### config.mk
export PLATFORM = sky130hd
export DESIGN_NAME = exception_irq_control
export DESIGN_NICKNAME = d
export VERILOG_FILES = /design/src/hw/exc_irq_pkg.sv /design/src/hw/exception_irq_control.sv
export SDC_FILE = /design/constraint.sdc
export NUM_CORES = 1
export LEC_CHECK = 0
export BUFFER_PORTS_ARGS = -buffer_cell sky130_fd_sc_hd__buf_2
export CELL_PAD_IN_SITES_DETAIL_PLACEMENT = 2
export CELL_PAD_IN_SITES_GLOBAL_PLACEMENT = 2
export CORE_UTILIZATION = 18
export DETAILED_ROUTE_END_ITERATION = 7
export GPL_TIMING_DRIVEN = 0
export PLACE_DENSITY_LB_ADDON = 0.25
export SKIP_CTS_REPAIR_TIMING = 1
export SLEW_MARGIN = 20
export SYNTH_ARGS = -nofsm -noshare
export SYNTH_HDL_FRONTEND = slang
export SYNTH_SLANG_ARGS = --single-unit
### constraint.sdc
create_clock -name I_SYS_CLK -period 2.3 [get_ports I_SYS_CLK]
set_clock_uncertainty 0.15 [all_clocks]
set_input_delay 0.46 -clock I_SYS_CLK [delete_from_list [all_inputs] [get_ports I_SYS_CLK]]
set_output_delay 0.46 -clock I_SYS_CLK [all_outputs]
set_load 0.005 [all_outputs]
### src/hw/exc_irq_pkg.sv
package exc_irq_pkg;

    // register indices; byte address is four times the index
    localparam logic [15:0] IDX_LEVEL  = 16'h7F05;
    localparam logic [15:0] IDX_EXC_LO = 16'h7F08;
    localparam logic [15:0] IDX_EXC_HI = 16'h7F09;
    localparam logic [15:0] IDX_STAT   = 16'h7F10;
    localparam logic [15:0] IDX_MASK   = 16'h7F11;

    // level register fields (low bit of each pair)
    localparam int LVL_8038_LO = 4;
    localparam int LVL_8034_LO = 2;
    localparam int LVL_8030_LO = 0;

    // low exception register fields
    localparam int LO_CLK_FLG = 7;
    localparam int LO_CLK_EN  = 6;
    localparam int LO_ADR_FLG = 5;
    localparam int LO_ODD_FLG = 3;
    localparam int LO_BAD_FLG = 1;
    localparam logic [7:0] LO_FLG_BITS = 8'hAA;
    localparam logic [7:0] LO_EN_BITS  = 8'h55;

    // high exception register fields
    localparam int HI_SER_FLG  = 5;
    localparam int HI_SER_EN   = 4;
    localparam int HI_SER_TYPE = 2;

    // program status word fields
    localparam int PSW_PERMIT = 11;
    localparam int PSW_IE     = 7;
    localparam int PSW_LVL_LO = 8;

    localparam logic [5:0] RST_LEVEL  = 6'h00;
    localparam logic [7:0] RST_EXC_LO = 8'h00;
    localparam logic [4:0] RST_STAT   = 5'h00;
    localparam logic [4:0] RST_MASK   = 5'h00;

    localparam logic [1:0] RESP_OKAY   = 2'h0;
    localparam logic [1:0] RESP_SLVERR = 2'h2;

    // first member is the top bit: clock_stop lands at bit 0
    typedef struct packed {
        logic serial0_req;
        logic illegal_op;
        logic misaligned;
        logic addr_err;
        logic clock_stop;
    } exc_event_s;

endpackage

### src/hw/exception_irq_control.sv
// Added by the designer: the AXI4-Lite slave port.
`timescale 1ns/1ps
module exception_irq_control
    import exc_irq_pkg::*;
(
    input  wire logic        I_SYS_CLK,
    input  wire logic        I_RESET,
    input  wire logic        I_AWVALID,
    output logic             O_AWREADY,
    input  wire logic [31:0] I_AWADDR,
    input  wire logic        I_WVALID,
    output logic             O_WREADY,
    input  wire logic [31:0] I_WDATA,
    input  wire logic [3:0]  I_WSTRB,
    output logic             O_BVALID,
    input  wire logic        I_BREADY,
    output logic [1:0]       O_BRESP,
    input  wire logic        I_ARVALID,
    output logic             O_ARREADY,
    input  wire logic [31:0] I_ARADDR,
    output logic             O_RVALID,
    input  wire logic        I_RREADY,
    output logic [31:0]      O_RDATA,
    output logic [1:0]       O_RRESP,
    input  wire logic [15:0] I_PSW,
    input  wire exc_event_s  I_EVENT,
    input  wire logic [2:0]  I_SRC_REQ,
    output logic [2:0]       O_SRC_ACCEPT,
    output logic             O_EXC_REQ,
    output logic             O_OSC_DETECT_EN,
    output logic             O_IRQ
);

    function automatic logic [15:0] reg_idx(input logic [31:0] addr);
        reg_idx = addr[17:2];
    endfunction

    function automatic logic mapped(input logic [31:0] addr);
        logic [15:0] idx;
        idx = reg_idx(addr);
        mapped = (addr[31:18] == 14'h0000) &&
                 (idx == IDX_LEVEL || idx == IDX_EXC_LO || idx == IDX_EXC_HI ||
                  idx == IDX_STAT || idx == IDX_MASK);
    endfunction

    // a disabled source (code 00) is never above any current level
    function automatic logic above(input logic [1:0] lvl, input logic [2:0] cur);
        above = {1'b0, lvl} > cur;
    endfunction

    logic [5:0]  lvl_q;
    logic [5:0]  lvl_d;
    logic [7:0]  exc_lo_q;
    logic [7:0]  exc_lo_d;
    logic        ser_en_q;
    logic        ser_en_d;
    logic        ser_type_q;
    logic        ser_type_d;
    logic [4:0]  stat_q;
    logic [4:0]  stat_d;
    logic [4:0]  mask_q;
    logic [4:0]  mask_d;
    logic        bvalid_q;
    logic [1:0]  bresp_q;
    logic        rvalid_q;
    logic [31:0] rdata_q;
    logic [1:0]  rresp_q;

    wire         wr_go    = I_AWVALID & I_WVALID & ~bvalid_q;
    wire [15:0]  wr_idx   = reg_idx(I_AWADDR);
    wire         wr_ok    = mapped(I_AWADDR);
    wire         wr_lane  = wr_go & wr_ok & I_WSTRB[0];
    wire         permit   = I_PSW[PSW_PERMIT];
    wire         wr_lo_rq = wr_lane & (wr_idx == IDX_EXC_LO);
    wire         wr_hi_rq = wr_lane & (wr_idx == IDX_EXC_HI);
    wire         wr_lo    = wr_lo_rq & permit;
    wire         wr_hi    = wr_hi_rq & permit;
    wire         wr_lvl   = wr_lane & (wr_idx == IDX_LEVEL);
    wire         wr_mask  = wr_lane & (wr_idx == IDX_MASK);
    wire         ar_go    = I_ARVALID & ~rvalid_q;
    wire [15:0]  rd_idx   = reg_idx(I_ARADDR);
    wire         rd_ok    = mapped(I_ARADDR);
    wire         rd_stat  = ar_go & rd_ok & (rd_idx == IDX_STAT);
    wire         ie       = I_PSW[PSW_IE];
    wire [2:0]   cur_lvl  = I_PSW[PSW_LVL_LO +: 3];

    // hardware flag sets
    wire set_clk = I_EVENT.clock_stop & exc_lo_q[LO_CLK_EN];
    wire set_adr = I_EVENT.addr_err;
    wire set_odd = I_EVENT.misaligned;
    wire set_bad = I_EVENT.illegal_op;
    wire [7:0] lo_set = {set_clk, 1'b0, set_adr, 1'b0, set_odd, 1'b0, set_bad, 1'b0};

    // writing 1 to a flag keeps it, 0 clears it; software can never set one
    wire [7:0] lo_wr_val = (I_WDATA[7:0] & LO_EN_BITS) |
                           (I_WDATA[7:0] & exc_lo_q & LO_FLG_BITS);
    assign exc_lo_d = (wr_lo ? lo_wr_val : exc_lo_q) | lo_set;

    // reserved high bits are not stored, so stray ones cannot act
    assign ser_en_d   = wr_hi ? I_WDATA[HI_SER_EN] : ser_en_q;
    assign ser_type_d = wr_hi ? I_WDATA[HI_SER_TYPE] : ser_type_q;
    assign lvl_d      = wr_lvl ? I_WDATA[5:0] : lvl_q;
    assign mask_d     = wr_mask ? I_WDATA[4:0] : mask_q;

    // status: sticky, read clears, a same-cycle event survives the read
    wire [4:0] ev_vec = {I_EVENT.serial0_req, set_bad, set_odd, set_adr, set_clk};
    assign stat_d = (rd_stat ? RST_STAT : stat_q) | ev_vec;

    // each flag sits one bit above its enable
    wire core_exc = |(exc_lo_q & {exc_lo_q[6:0], 1'b0} & LO_FLG_BITS);
    wire ser_exc  = ser_en_q & I_EVENT.serial0_req;
    assign O_EXC_REQ = (core_exc & ie) | (ser_exc & (~ser_type_q | ie));

    assign O_SRC_ACCEPT[0] = I_SRC_REQ[0] & ie &
                             above(lvl_q[LVL_8030_LO +: 2], cur_lvl);
    assign O_SRC_ACCEPT[1] = I_SRC_REQ[1] & ie &
                             above(lvl_q[LVL_8034_LO +: 2], cur_lvl);
    assign O_SRC_ACCEPT[2] = I_SRC_REQ[2] & ie &
                             above(lvl_q[LVL_8038_LO +: 2], cur_lvl);

    assign O_OSC_DETECT_EN = exc_lo_q[LO_CLK_EN];
    assign O_IRQ           = |(stat_q & mask_q);

    wire [7:0] hi_view = {2'b00, I_EVENT.serial0_req, ser_en_q,
                          1'b0, ser_type_q, 2'b00};
    wire [31:0] rd_word =
        !rd_ok                  ? 32'h0000_0000 :
        (rd_idx == IDX_LEVEL)   ? {26'h0, lvl_q} :
        (rd_idx == IDX_EXC_LO)  ? {24'h0, exc_lo_q} :
        (rd_idx == IDX_EXC_HI)  ? {24'h0, hi_view} :
        (rd_idx == IDX_STAT)    ? {27'h0, stat_q} :
                                  {27'h0, mask_q};

    assign O_AWREADY = wr_go;
    assign O_WREADY  = wr_go;
    assign O_BVALID  = bvalid_q;
    assign O_BRESP   = bresp_q;
    assign O_ARREADY = ~rvalid_q;
    assign O_RVALID  = rvalid_q;
    assign O_RDATA   = rdata_q;
    assign O_RRESP   = rresp_q;

    always_ff @(posedge I_SYS_CLK) begin
        if (I_RESET) begin
            lvl_q      <= RST_LEVEL;
            exc_lo_q   <= RST_EXC_LO;
            ser_en_q   <= 1'b0;
            ser_type_q <= 1'b0;
            stat_q     <= RST_STAT;
            mask_q     <= RST_MASK;
        end else begin
            lvl_q      <= lvl_d;
            exc_lo_q   <= exc_lo_d;
            ser_en_q   <= ser_en_d;
            ser_type_q <= ser_type_d;
            stat_q     <= stat_d;
            mask_q     <= mask_d;
        end
    end

    // locked writes still answer OKAY; software sees no bus error
    always_ff @(posedge I_SYS_CLK) begin
        if (I_RESET) begin
            bvalid_q <= 1'b0;
            bresp_q  <= RESP_OKAY;
        end else if (wr_go) begin
            bvalid_q <= 1'b1;
            bresp_q  <= wr_ok ? RESP_OKAY : RESP_SLVERR;
        end else if (I_BREADY) begin
            bvalid_q <= 1'b0;
        end
    end

    always_ff @(posedge I_SYS_CLK) begin
        if (I_RESET) begin
            rvalid_q <= 1'b0;
            rdata_q  <= 32'h0000_0000;
            rresp_q  <= RESP_OKAY;
        end else if (ar_go) begin
            rvalid_q <= 1'b1;
            rdata_q  <= rd_word;
            rresp_q  <= rd_ok ? RESP_OKAY : RESP_SLVERR;
        end else if (I_RREADY) begin
            rvalid_q <= 1'b0;
        end
    end
endmodule
==> reports/metrics.csv <==
metric,value,unit
worst skew pair latency,0.28,ns
crit path cell chain,"buf_2, or4b_4, nor4_4, buf_4, mux2_2, o211ai_1, a21oi_1",
Final Hold Fails,0,
antenna cells,0,
total gr overflow,0,
Setup TNS Final,0,ns
leading area contributor after synthesis,dfxtp_1,
sequential-to-total area share from yosys stat,32.37,%
Worst Tran Pin Value,0.6030,ns
die footprint,13520,um2
minimum clock period,2.220,ns
slowest cell delay on critical path,0.55,ns
Mean Syn Cell Area,8.576,um2
total track usage,12.47,%
YS warnings,0,
"Slew Viols, Final",0,
Num CTS Buffers,5,
initial antenna violation count,0,
fmax,450.4,MHz
post-synthesis xor/xnor area fraction,0,%
Buffers on Ports,107,
worst-case clock buffer depth,2,
Final nets,555,
Critical Path RT,2.29,ns
placement row count,41,
peak supply drop,0.2158,mV
htree depth,2,
gp weighted congestion,0.7733,
crit share post-route,96.53,%
ranking of synthesized cells by area,"dfxtp_1, buf_4, mux2i_1",
area share of fa/ha/maj cells after synthesis,3.195,%
status,"finished, final reports clean",
Final setup viols,0,
Power Dens Cells,499.5,nW/um2
DRC,0,
area grow syn2layout,46.96,%
Sink Count,38,
global-route wire length before repair,12.88,mm
DRT iter0 DRCs,62,
First-pass DRT Iterations,4,
kind of critical path,input pin to register,
Hold Slack,0.2134,ns
asr flop ratio synth,0,%
clock root cell,clkbuf_16,
routed vias,2522,
"Slowest-stage cell, CP",or4b_4,
IO Pins,178,
Compound-Gate Fraction of Synth Area,14.27,%
"antenna viol nets, final",0,
Post-Syn Area,2350,um2
final instance area,3453,um2
Worst EP arrival,2.21,ns
Gate Count Post-Synth,274,
Startpoint Class,input pin,
largest net degree at the start of global routing,12,
hold path depth,2,
fillers,1530,
core area,12670,um2
Total Power,1.725,mW
Die X,116.3,um
Final Util,27.25,%
synth unique cells,49,
"EDFF count, synth",0,
dpl cell area,3194,um2
die span in y,116.3,um
critical-path maximum fanout,8,
Worst slew margin,59.45,%
Most used DFF post-synth,dfxtp_1,
Worst setup EP type,register,
mean number of vias per cell,4.275,
Wirelength per Cell,14.39,um
vias in the first global route,2643,
largest family of logic cells by synthesized area,simple AND/OR/NAND/NOR gates,
FF-to-FF path depth,6,
unrepaired setup endpoints after global routing,no,
Initial Utilization,18.54,%
CTS tree,yes,
hpwl dp,7.287,mm
Hold Path Class,input pin to register,
share of cells above drive strength 1,39.71,%
clock slew at reported path FFs,0.05,ns
"flops & latches, synth",38,
static leakage,1.671,nW
multiplexer share of the synthesized area,10.92,%
Yosys top cell area share,32.37,%
Routed WL,8.493,mm
post-synthesis simple-gate area fraction,26.36,%
max-cap viol count,0,
## cell type report
type                       instances  area [um2]  share of cell area, %
multi-input combinational        210        1431                  41.45
sequential                        38       760.7                  22.03
timing repair buffer             112       573.1                  16.59
buffer                            34       240.2                  6.957
tap                              172       215.2                  6.232
clock buffer                       6       138.9                  4.022
inverter                          17       63.81                  1.848
clock inverter                     1       30.03                 0.8696
## flip-flops by register name, summed over array words and instances, names as in the netlist
| register | cells |
|---|---|
| O_RVALID | 1 |
| O_RDATA | 8 |
| mask_q | 5 |
| stat_q | 5 |
| O_RRESP | 1 |
| exc_lo_q | 8 |
| ser_type_q | 1 |
| O_BVALID | 1 |
| ser_en_q | 1 |
| lvl_q | 6 |
| O_BRESP | 1 |
## critical path: cells and delay by family
| family | cells | cell delay (ns) |
|---|---|---|
| mux | 1 | 0.35 |
| compound gates | 2 | 0.26 |
| buf+inv | 2 | 0.32 |
| simple gates | 2 | 0.82 |
## synthesized netlist by cell type, types with 2 or more instances
| cell | instances |
|---|---|
| o22a_1 | 2 |
| o21ai_0 | 15 |
| inv_1 | 17 |
| nand4b_1 | 2 |
| nor4_1 | 8 |
| nor3b_1 | 2 |
| dfxtp_1 | 38 |
| o22ai_1 | 3 |
| clkbuf_1 | 4 |
| and3b_1 | 2 |
| buf_4 | 28 |
| a22oi_1 | 5 |
| nor2_1 | 22 |
| buf_2 | 2 |
| or4b_4 | 2 |
| and4_1 | 4 |
| a32o_1 | 2 |
| nor4bb_1 | 3 |
| a22o_1 | 2 |
| nand4bb_1 | 2 |
| nand2_1 | 24 |
| nand2b_1 | 4 |
| a32oi_1 | 2 |
| nor4b_1 | 4 |
| nor2b_1 | 5 |
| a21oi_1 | 13 |
| mux2_2 | 4 |
| mux2i_1 | 20 |
| nand4_1 | 4 |
| ha_1 | 6 |
| nand3_1 | 3 |
| nor3_1 | 3 |
## cell usage in the layout (no fill, tap or decap), types with 5 or more instances in the layout
master and count:
a21oi_1 13, a22oi_1 5, buf_2 107, buf_4 35, clkbuf_16 5, conb_1 26, dfxtp_1 38, ha_1 6
inv_1 17, mux2_2 5, mux2i_1 20, nand2_1 24, nor2_1 22, nor2b_1 5, nor4_1 8, o21ai_0 15
## kinds of logic after synthesis
| group | after synthesis |
|---|---|
| simple gates | 101 |
| compound gates | 52 |
| buf+inv | 51 |
| flops | 38 |
| mux | 25 |
| fa+ha+maj | 6 |
| other cells | 1 |
## per-stage QoR
stage               cells  setup WS, ns
detailed placement    578       -0.5859
global route          590      0.006748
floorplan             299     -0.004277
CTS                   585       -0.2667
finish                590       0.07990
global placement      578       -0.5300
## routing by layer
layer  GRT usage [%]  vias to the layer above  wire length (um)
met5               0                        -                 0
met4           2.564                        0                36
met3           2.595                        7               454
met2           23.12                       70              4306
met1           14.67                     1207              3696
li1                -                     1238                 -
## final timing paths
path,startpoint,endpoint,slack [ns]
min reg2reg,O_RDATA[2],O_RDATA[2],0.31
max,I_ARADDR[5],O_RDATA[2],0.08
max reg2reg,O_BVALID,lvl_q[1],0.21
min,I_RREADY,O_RVALID,0.21
## power breakdown
part / internal [mW] / leakage, nW / switching, mW
Combinational: 0.126 / 1.28 / 0.113
Clock: 0.535 / 0.0829 / 0.263
Sequential: 0.674 / 0.309 / 0.0137
Power figures use the tool's default switching activity.
